==> config.mk <==
export PLATFORM = sky130hd
export DESIGN_NAME = bitu_branch_unit
export DESIGN_NICKNAME = d
export VERILOG_FILES = /design/src/include/bitu_pkg.sv /design/src/include/bitu_it_if.sv /design/src/rtl/bitu_it_tracker.sv /design/src/rtl/bitu_branch_unit.sv
export SDC_FILE = /design/constraint.sdc
export NUM_CORES = 1
export LEC_CHECK = 0
export ABC_AREA = 1
export CAP_MARGIN = 20
export CORE_ASPECT_RATIO = 0.8
export CORE_MARGIN = 2
export CORE_UTILIZATION = 45
export CTS_BUF_LIST = sky130_fd_sc_hd__clkbuf_8 sky130_fd_sc_hd__clkbuf_16
export DETAILED_ROUTE_END_ITERATION = 7
export DONT_BUFFER_PORTS = 1
export PLACE_DENSITY_LB_ADDON = 0.2
export SLEW_MARGIN = 15
export SYNTH_ARGS = -nofsm -noshare
export SYNTH_HDL_FRONTEND = slang
export SYNTH_SLANG_ARGS = --single-unit
==> constraint.sdc <==
create_clock -name clk_sys -period 6.25 [get_ports clk_sys]
set_input_delay 0 -clock clk_sys [delete_from_list [all_inputs] [get_ports clk_sys]]
set_output_delay 0 -clock clk_sys [all_outputs]
set_load 0.005 [all_outputs]
==> src/include/bitu_pkg.sv <==
// Purpose: shared constants and types of the branch and if-then unit
// Assumes: 32-bit core, single clock, decoder supplies operands
// Notes: condition codes use the usual 4-bit form, inverse flips bit 0
// Notes on behaviour
// - calls write next address to link register
// - register target with bit0 clear faults
// - register target has bit0 forced to zero
// - conditional jump outside block reaches one megabyte
// - block jump and direct forms reach sixteen megabytes
// - zero tests branch without touching flags
// - prefix makes one to four slots conditional
// - then keeps condition, else inverts it except on the always condition
// - debug halt in block always executes
// - exceptions save and restore block state
// - table entry doubled, forward from next instruction
// - half table index doubled, pc base follows
package bitu_pkg;
    localparam int XLEN = 32;
    localparam int NEAR_W = 21;
    localparam int FAR_W = 25;
    localparam int TZ_MIN_BYTES = 4;
    localparam int TZ_MAX_BYTES = 130;
    localparam logic [3:0] LINK_REG_IDX = 4'he;
    localparam logic [3:0] COND_ALWAYS = 4'he;
    localparam logic [3:0] COND_INV_MASK = 4'h1;
    localparam logic [2:0] IT_MAX_SLOTS = 3'h4;
    localparam int TGT_MODE_BIT = 0;
    localparam int TBL_SHIFT = 1;
    localparam logic [XLEN-1:0] NARROW_BYTES = 32'h2;
    localparam logic [XLEN-1:0] WIDE_BYTES = 32'h4;

    typedef enum logic [3:0] {
        OP_NONE = 4'h0,
        OP_JUMP_DIRECT = 4'h1,
        OP_COND_JUMP = 4'h2,
        OP_CALL_DIRECT = 4'h3,
        OP_JUMP_REG = 4'h4,
        OP_CALL_REG = 4'h5,
        OP_TEST_ZERO = 4'h6,
        OP_TEST_NONZERO = 4'h7,
        OP_IF_THEN = 4'h8,
        OP_TBL_BYTE = 4'h9,
        OP_TBL_HALF = 4'ha,
        OP_DEBUG_HALT = 4'hb,
        OP_OTHER = 4'hc
    } bitu_op_t;

    typedef enum logic [0:0] {
        S_IDLE = 1'b0,
        S_TBL = 1'b1
    } bitu_fsm_t;

    // execution-state word, stacked with the status word
    typedef struct packed {
        logic [3:0] base;
        logic [3:0] cur;
        logic [2:0] left;
        logic [2:0] sw;
    } bitu_it_t;
endpackage : bitu_pkg

==> src/include/bitu_it_if.sv <==
`timescale 1ns/1ps
// Purpose: link between branch control and the if-then state tracker
// Assumes: both ends on clk_sys
// Notes: sw bit 0 is the switch of the next slot, 1 means else
interface bitu_it_if;
    import bitu_pkg::*;
    logic load;
    logic [3:0] load_cond;
    logic [2:0] load_cnt;
    logic [2:0] load_sw;
    logic adv;
    logic clr;
    logic rest;
    bitu_it_t rest_val;
    bitu_it_t st;
    logic active;
    modport ctl (output load, load_cond, load_cnt, load_sw, adv, clr,
        rest, rest_val, input st, active);
    modport trk (input load, load_cond, load_cnt, load_sw, adv, clr,
        rest, rest_val, output st, active);
endinterface : bitu_it_if

==> src/rtl/bitu_it_tracker.sv <==
`timescale 1ns/1ps
// Purpose: holds the if-then execution state and walks it slot by slot
// Assumes: controller pulses adv once per instruction in the block
// Notes: clear beats restore beats load beats advance
module bitu_it_tracker
    import bitu_pkg::*;
(
    input wire logic clk_sys,
    input wire logic rst,
    bitu_it_if.trk t
);
    bitu_it_t st_ff;
    bitu_it_t nxt_st;

    always_comb
    begin
        nxt_st = st_ff;
        if (t.clr)
        begin
            nxt_st = '0;
        end
        else if (t.rest)
        begin
            nxt_st = t.rest_val;
        end
        else if (t.load)
        begin
            nxt_st.base = t.load_cond;
            nxt_st.cur = t.load_cond;
            nxt_st.left = (t.load_cnt > IT_MAX_SLOTS) ? IT_MAX_SLOTS
                : t.load_cnt;
            nxt_st.sw = t.load_sw;
        end
        else if (t.adv && st_ff.left != 3'h0)
        begin
            nxt_st.left = st_ff.left - 3'h1;
            nxt_st.sw = {1'b0, st_ff.sw[2:1]};
            // every-time base never inverts, whatever the switches say
            if (st_ff.sw[0] && st_ff.base != COND_ALWAYS)
                nxt_st.cur = st_ff.base ^ COND_INV_MASK;
            else
                nxt_st.cur = st_ff.base;
            if (st_ff.left == 3'h1)
                nxt_st = '0;
        end
    end

    always_ff @(posedge clk_sys or posedge rst)
    begin
        if (rst)
            st_ff <= '0;
        else
            st_ff <= nxt_st;
    end

    assign t.st = st_ff;
    assign t.active = (st_ff.left != 3'h0);
endmodule : bitu_it_tracker

==> src/rtl/bitu_branch_unit.sv <==
`timescale 1ns/1ps
// Purpose: executes jumps, calls, zero tests, table jumps and if-then
// Assumes: decoder gives op, pc, operands; cond_true judges the
//   condition that applies to the issued instruction
// Notes: table entries come back over a simple read request port
module bitu_branch_unit
    import bitu_pkg::*;
(
    input wire logic clk_sys,
    input wire logic rst,
    input wire logic issue_valid,
    input wire bitu_pkg::bitu_op_t issue_op,
    input wire logic [bitu_pkg::XLEN-1:0] issue_pc,
    input wire logic issue_wide,
    input wire logic [bitu_pkg::XLEN-1:0] issue_imm,
    input wire logic [bitu_pkg::XLEN-1:0] issue_opa,
    input wire logic [bitu_pkg::XLEN-1:0] issue_opb,
    input wire logic issue_base_pc,
    input wire logic [3:0] issue_it_cond,
    input wire logic [2:0] issue_it_cnt,
    input wire logic [2:0] issue_it_sw,
    input wire logic cond_true,
    input wire logic tbl_rd_valid,
    input wire logic [15:0] tbl_rd_data,
    input wire logic exc_take,
    input wire logic exc_return,
    input wire bitu_pkg::bitu_it_t exc_state,
    output logic issue_ready,
    output logic retire,
    output logic annul,
    output logic flags_keep,
    output logic br_taken,
    output logic [bitu_pkg::XLEN-1:0] br_target,
    output logic link_we,
    output logic [3:0] link_idx,
    output logic [bitu_pkg::XLEN-1:0] link_wdata,
    output logic fault,
    output logic halt_req,
    output logic tbl_rd_req,
    output logic [bitu_pkg::XLEN-1:0] tbl_rd_addr,
    output logic tbl_half,
    output bitu_pkg::bitu_it_t it_state,
    output bitu_pkg::bitu_it_t saved_state
);
    typedef struct packed {
        bitu_fsm_t fsm;
        logic ready;
        logic retire;
        logic annul;
        logic flags_keep;
        logic br_taken;
        logic [XLEN-1:0] br_target;
        logic link_we;
        logic [XLEN-1:0] link_wdata;
        logic fault;
        logic halt_req;
        logic tbl_rd_req;
        logic [XLEN-1:0] tbl_rd_addr;
        logic tbl_half;
        logic [XLEN-1:0] tbl_from;
        bitu_it_t saved;
    } bitu_state_t;

    bitu_state_t st_ff;
    bitu_state_t nxt_st;
    bitu_it_if itc ();

    logic issue_fire;
    logic in_blk;
    logic slot_pass;
    logic [XLEN-1:0] next_pc;
    logic [XLEN-1:0] near_tgt;
    logic [XLEN-1:0] far_tgt;
    logic [XLEN-1:0] reg_tgt;
    logic [XLEN-1:0] tbl_addr;

    function automatic logic [XLEN-1:0] sext_ofs(
        input logic [XLEN-1:0] v,
        input logic far
    );
        if (far)
            return {{(XLEN-FAR_W){v[FAR_W-1]}}, v[FAR_W-1:0]};
        return {{(XLEN-NEAR_W){v[NEAR_W-1]}}, v[NEAR_W-1:0]};
    endfunction : sext_ofs

    function automatic logic is_branch_op(input bitu_op_t op);
        return op != OP_NONE && op != OP_OTHER;
    endfunction : is_branch_op

    bitu_it_tracker u_it (
        .clk_sys(clk_sys),
        .rst(rst),
        .t(itc.trk)
    );

    // only taken while ready shows; exception entry or return wins
    assign issue_fire = issue_valid && st_ff.ready
        && !exc_take && !exc_return;
    assign in_blk = itc.active;
    assign next_pc = issue_pc + (issue_wide ? WIDE_BYTES : NARROW_BYTES);
    assign near_tgt = issue_pc + sext_ofs(issue_imm, 1'b0);
    assign far_tgt = issue_pc + sext_ofs(issue_imm, 1'b1);
    assign reg_tgt = {issue_opa[XLEN-1:1], 1'b0};
    assign tbl_addr = (issue_base_pc ? next_pc : issue_opa)
        + ((issue_op == OP_TBL_HALF) ? (issue_opb << TBL_SHIFT)
        : issue_opb);
    // outside a block only the conditional jump has a condition
    assign slot_pass = (issue_op == OP_COND_JUMP || in_blk)
        ? cond_true : 1'b1;

    always_comb
    begin
        nxt_st = st_ff;
        nxt_st.retire = 1'b0;
        nxt_st.annul = 1'b0;
        nxt_st.flags_keep = 1'b0;
        nxt_st.br_taken = 1'b0;
        nxt_st.link_we = 1'b0;
        nxt_st.fault = 1'b0;
        nxt_st.halt_req = 1'b0;
        nxt_st.tbl_rd_req = 1'b0;
        itc.load = 1'b0;
        itc.load_cond = issue_it_cond;
        itc.load_cnt = issue_it_cnt;
        itc.load_sw = issue_it_sw;
        itc.adv = 1'b0;
        itc.clr = 1'b0;
        itc.rest = 1'b0;
        itc.rest_val = exc_state;
        if (exc_take)
        begin
            // snapshot for the stacked status word, then leave the block
            nxt_st.saved = itc.st;
            itc.clr = 1'b1;
            nxt_st.fsm = S_IDLE;
        end
        else if (exc_return)
        begin
            itc.rest = 1'b1;
        end
        else
        begin
            case (st_ff.fsm)
                S_IDLE:
                begin
                    if (issue_fire)
                    begin
                        nxt_st.retire = 1'b1;
                        nxt_st.annul = !slot_pass;
                        nxt_st.flags_keep = is_branch_op(issue_op);
                        itc.adv = in_blk && issue_op != OP_IF_THEN;
                        case (issue_op)
                            OP_JUMP_DIRECT:
                            begin
                                nxt_st.br_taken = slot_pass;
                                nxt_st.br_target = far_tgt;
                            end
                            OP_CALL_DIRECT:
                            begin
                                nxt_st.br_taken = slot_pass;
                                nxt_st.br_target = far_tgt;
                                nxt_st.link_we = slot_pass;
                                nxt_st.link_wdata = next_pc;
                            end
                            OP_COND_JUMP:
                            begin
                                nxt_st.br_taken = slot_pass;
                                nxt_st.br_target = in_blk ? far_tgt
                                    : near_tgt;
                            end
                            OP_JUMP_REG,
                            OP_CALL_REG:
                            begin
                                if (slot_pass && !issue_opa[TGT_MODE_BIT])
                                begin
                                    nxt_st.fault = 1'b1;
                                end
                                else if (slot_pass)
                                begin
                                    nxt_st.br_taken = 1'b1;
                                    nxt_st.br_target = reg_tgt;
                                    // relies on the pc never being the target
                                    nxt_st.link_we =
                                        issue_op == OP_CALL_REG;
                                    nxt_st.link_wdata = next_pc;
                                end
                            end
                            OP_TEST_ZERO,
                            OP_TEST_NONZERO:
                            begin
                                nxt_st.annul = 1'b0;
                                nxt_st.br_taken = (issue_opa == '0)
                                    ^ (issue_op == OP_TEST_NONZERO);
                                nxt_st.br_target = issue_pc + issue_imm;
                            end
                            OP_IF_THEN:
                            begin
                                nxt_st.annul = 1'b0;
                                itc.load = 1'b1;
                            end
                            OP_TBL_BYTE,
                            OP_TBL_HALF:
                            begin
                                if (slot_pass)
                                begin
                                    nxt_st.retire = 1'b0;
                                    nxt_st.fsm = S_TBL;
                                    nxt_st.tbl_rd_req = 1'b1;
                                    nxt_st.tbl_rd_addr = tbl_addr;
                                    nxt_st.tbl_half =
                                        issue_op == OP_TBL_HALF;
                                    nxt_st.tbl_from = next_pc;
                                end
                            end
                            OP_DEBUG_HALT:
                            begin
                                nxt_st.annul = 1'b0;
                                nxt_st.halt_req = 1'b1;
                            end
                            default:
                            begin
                                nxt_st.flags_keep = 1'b0;
                            end
                        endcase
                    end
                end
                S_TBL:
                begin
                    if (tbl_rd_valid)
                    begin
                        nxt_st.fsm = S_IDLE;
                        nxt_st.retire = 1'b1;
                        nxt_st.flags_keep = 1'b1;
                        nxt_st.br_taken = 1'b1;
                        // entries are unsigned, so the jump is forward only
                        nxt_st.br_target = st_ff.tbl_from + (st_ff.tbl_half
                            ? {15'h0, tbl_rd_data, 1'b0}
                            : {23'h0, tbl_rd_data[7:0], 1'b0});
                    end
                end
                default:
                begin
                    nxt_st.fsm = S_IDLE;
                end
            endcase
        end
        nxt_st.ready = nxt_st.fsm == S_IDLE;
    end

    always_ff @(posedge clk_sys or posedge rst)
    begin
        if (rst)
            st_ff <= '0;
        else
            st_ff <= nxt_st;
    end

    assign issue_ready = st_ff.ready;
    assign retire = st_ff.retire;
    assign annul = st_ff.annul;
    assign flags_keep = st_ff.flags_keep;
    assign br_taken = st_ff.br_taken;
    assign br_target = st_ff.br_target;
    assign link_we = st_ff.link_we;
    assign link_idx = LINK_REG_IDX;
    assign link_wdata = st_ff.link_wdata;
    assign fault = st_ff.fault;
    assign halt_req = st_ff.halt_req;
    assign tbl_rd_req = st_ff.tbl_rd_req;
    assign tbl_rd_addr = st_ff.tbl_rd_addr;
    assign tbl_half = st_ff.tbl_half;
    assign it_state = itc.st;
    assign saved_state = st_ff.saved;
endmodule : bitu_branch_unit

==> metrics.txt <==
die area=37700 um2; Synth async-reset ratio=100%; ant diodes=0; GP Congestion=1.03; main area contributors after synthesis=dfrtp_1 (26%), nand2_1 (20%), ha_1 (7.6%); row count=62; Worst setup SP type=input port; share of the synthesized area in the top cell type=25.7%; most area-hungry cell type in the Yosys netlist=dfrtp_1; first-pass GRT wire length=100000 um; static power due to leakage=9.00 nW; post-CTS setup buffer count=0; post-layout minimum cycle time=4.94 ns; most frequent standard cell in the layout excluding fill and tap cells=nand2_1; Avg Cell Area, Syn=6.34 um2; Power, Total=just under 4 mW; sequential share of the synthesized area=~26%; Slew @ Worst Pin=a little over 1 ns; final number of hold-violating endpoints=0; Final Core Density=49.0%; data arrival time of the critical path=5.29 ns; synth warn=0; clock latency of the later-clocked register in the worst-skew pair=0.47 ns; Detailed Route WL=66900 um; routed via count=between 15000 and 20000; peak supply drop=approximately 0.17 mV; count of port buffers added during placement=0; TritonRoute pass-1 iters=5; Mapped Cells=approximately 2600; result of the run=finished, final reports clean; count of hold buffers inserted by post-cts repair=114; number of global-route vias before repair=~16000; buffer type at the clock tree root=clkbuf_16; antenna violation net count after detailed routing=0; clock net sink count=167; worst relative slew slack=30.8%; Resize count post-CTS=0; clock tree from TritonCTS=yes; initial detailed-routing violation count=1828; number of maximum-capacitance violations=0; count of cell types in the netlist=between 50 and 60; wire length per cell after detailed routing=22.1 um; I/O Pins=319; mean number of vias per cell=5.69; worst setup skew after layout=0.0130 ns; most frequent cells in the layout=nand2_1 (878), inv_1 (272), nor2_1 (194), o21ai_0 (177), dfrtp_1 (167); number of nets in the layout=2822; final worst path period share=79.1%; worst hold-check path type=input port to flop; peak fanout along the critical path=5; Total Neg Setup Slack=0 ns; DP Wirelength=approximately 53000 um; Clock Path Buffers=2; power density over the cells=227 nW/um2; number of H-tree levels=4; overall overflow remaining after global route=0; maximum number of pins on one net before global-route repair=102; synthesized area=16300 um2; maximum clock rate=~200 MHz; Post-synth EDFFs=0; final number of max-transition violations=0; most instantiated flip-flop cell in the synthesis netlist=dfrtp_1; initial antenna violation count=1; synth-to-layout area growth=7.74%; unrepaired setup endpoints after global routing=no; Critical Path Sink Type=flop; post-route DRC violation count=0; required time of the critical path=6.60 ns; global routing usage summed across all routing layers=35.4%; standard cell core area=35800 um2; share of final-layout standard cells stronger than drive strength 1=3.57%; initial core utilization=45.5%; CTS clock-pin slew for the worst setup and hold paths=roughly 0.07 ns; number of buffers created by CTS=17; flop and latch count out of synthesis=~170; y dimension of the die=174 um; Setup CP Type=input port to flop; final setup fails=0; x dimension of the die=217 um
-- worst max-delay path, stage by stage --
cell,delay (ns)
dlygate4sd3_1,0.53
ha_1,0.20
fa_1,0.26
nand2_1,0.10
nor2_1,0.12
inv_1,0.07
nor2_1,0.20
nand4_1,0.20
nor4_1,0.43
nand4_1,0.17
xor2_1,0.27
o21ai_0,0.17
ha_1,0.37
inv_1,0.11
nor3_1,0.25
inv_1,0.07
o21a_1,0.20
o21ai_0,0.07
a21oi_1,0.08
nand3b_1,0.18
dlygate4sd3_1,0.56
nand3_1,0.09
dlygate4sd3_1,0.55
nand2_1,0.05
-- stage by stage --
stage                     instance area [um2]  setup slack [ns]  std cells  hold WS [ns]
after floorplan                         16300              1.73       2568        0.0708
after global placement                  15800              2.48       2885        0.0981
after detailed placement                15800              2.49       2885        0.0959
after CTS                               17500              1.47       3030       0.00153
after global routing                    17500             0.935       3030        0.0209
final                                   17500              1.31       3030        0.0197
-- synthesized netlist by cell type, drive strengths merged, types with 2 or more instances --
| library cell | instances |
|---|---|
| nor4 | 21 |
| o22ai | 10 |
| nand3b | 16 |
| inv | 281 |
| o21a | 4 |
| a21boi | 2 |
| xnor2 | 29 |
| nor3 | 35 |
| nand4 | 30 |
| a21oi | 160 |
| and2 | 2 |
| clkbuf | 33 |
| fa | 4 |
| a21o | 10 |
| o21bai | 13 |
| nor2 | 200 |
| xor2 | 32 |
| a31oi | 20 |
| conb | 2 |
| nand2 | 881 |
| o31ai | 3 |
| or2 | 18 |
| dfrtp | 167 |
| buf | 136 |
| ha | 99 |
| a221oi | 2 |
| nand3 | 136 |
| a22oi | 5 |
| o21ai | 203 |
| o211ai | 8 |
-- final timing paths --
kind / from / end / slack, ns / cells past startpoint
min in group asynchronous: rst / st_ff[22]$_DFFE_PP0P_ / 0.26 / 2
hold / removal: issue_opb[30] / tbl_rd_addr[30]$_DFFE_PP0P_ / 0.02 / 6
setup / recovery: issue_pc[1] / tbl_rd_addr[31]$_DFFE_PP0P_ / 1.31 / 24
max in group asynchronous: rst / tbl_rd_addr[23]$_DFFE_PP0P_ / 4.54 / 3
setup reg to reg: u_it.t.st[3]$_DFFE_PP0P_ / tbl_rd_addr[13]$_DFFE_PP0P_ / 2.44 / 12
hold reg to reg: st_ff[18]$_DFFE_PP0P_ / st_ff[18]$_DFFE_PP0P_ / 0.48 / 2
-- where the power goes --
part / switching [mW] / leakage (nW) / internal [mW]
clock network: 0.504 / 0.288 / 0.626
registers: 0.259 / 2.17 / 1.30
logic: 0.822 / 6.54 / 0.462
total: 1.59 / 9.00 / 2.39
-- state kept, by name, indices dropped and copies added (netlist names) --
| name | count |
|---|---|
| tbl_rd_req | 1 |
| saved_state | 14 |
| br_target | 32 |
| issue_ready | 1 |
| fault | 1 |
| annul | 1 |
| tbl_rd_addr | 32 |
| st_ff | 33 |
| retire | 1 |
| flags_keep | 1 |
| br_taken | 1 |
| tbl_half | 1 |
| u_it.t.st | 14 |
| link_we | 1 |
| halt_req | 1 |
| link_wdata | 32 |
-- layout make-up --
cell class              instances  area, um2
fillers                      3752      18200
multi-input cells            1951       9890
flip-flops and latches        167       4180
repair buffers                120       1190
inverters                     281       1060
well taps                     480        601
clock buffers                  20        467
clock inverters                11        138
-- per-layer routing --
layer | part of all wire [%] | global-route usage (%)
met5 | 0.019 | 0
met1 | 42 | 47.0
met2 | 43 | 53.6
met3 | 11 | 11.2
met4 | 3.8 | 13.7
-- logic make-up after synthesis --
| logic type | after synthesis | share of synthesized area (%) |
|---|---|---|
| AOI/OAI and AO/OA | 442 | 15.1 |
| buffers and inverters | 450 | 13.6 |
| adders and majority gates | 103 | 8.11 |
| and+or+nand+nor | 1341 | 34.3 |
| DFF | 167 | 25.7 |
| other | 2 | 0.0462 |
| xor gates and xnor gates | 61 | 3.28 |
Note: power is estimated with default switching activity, not from simulation.
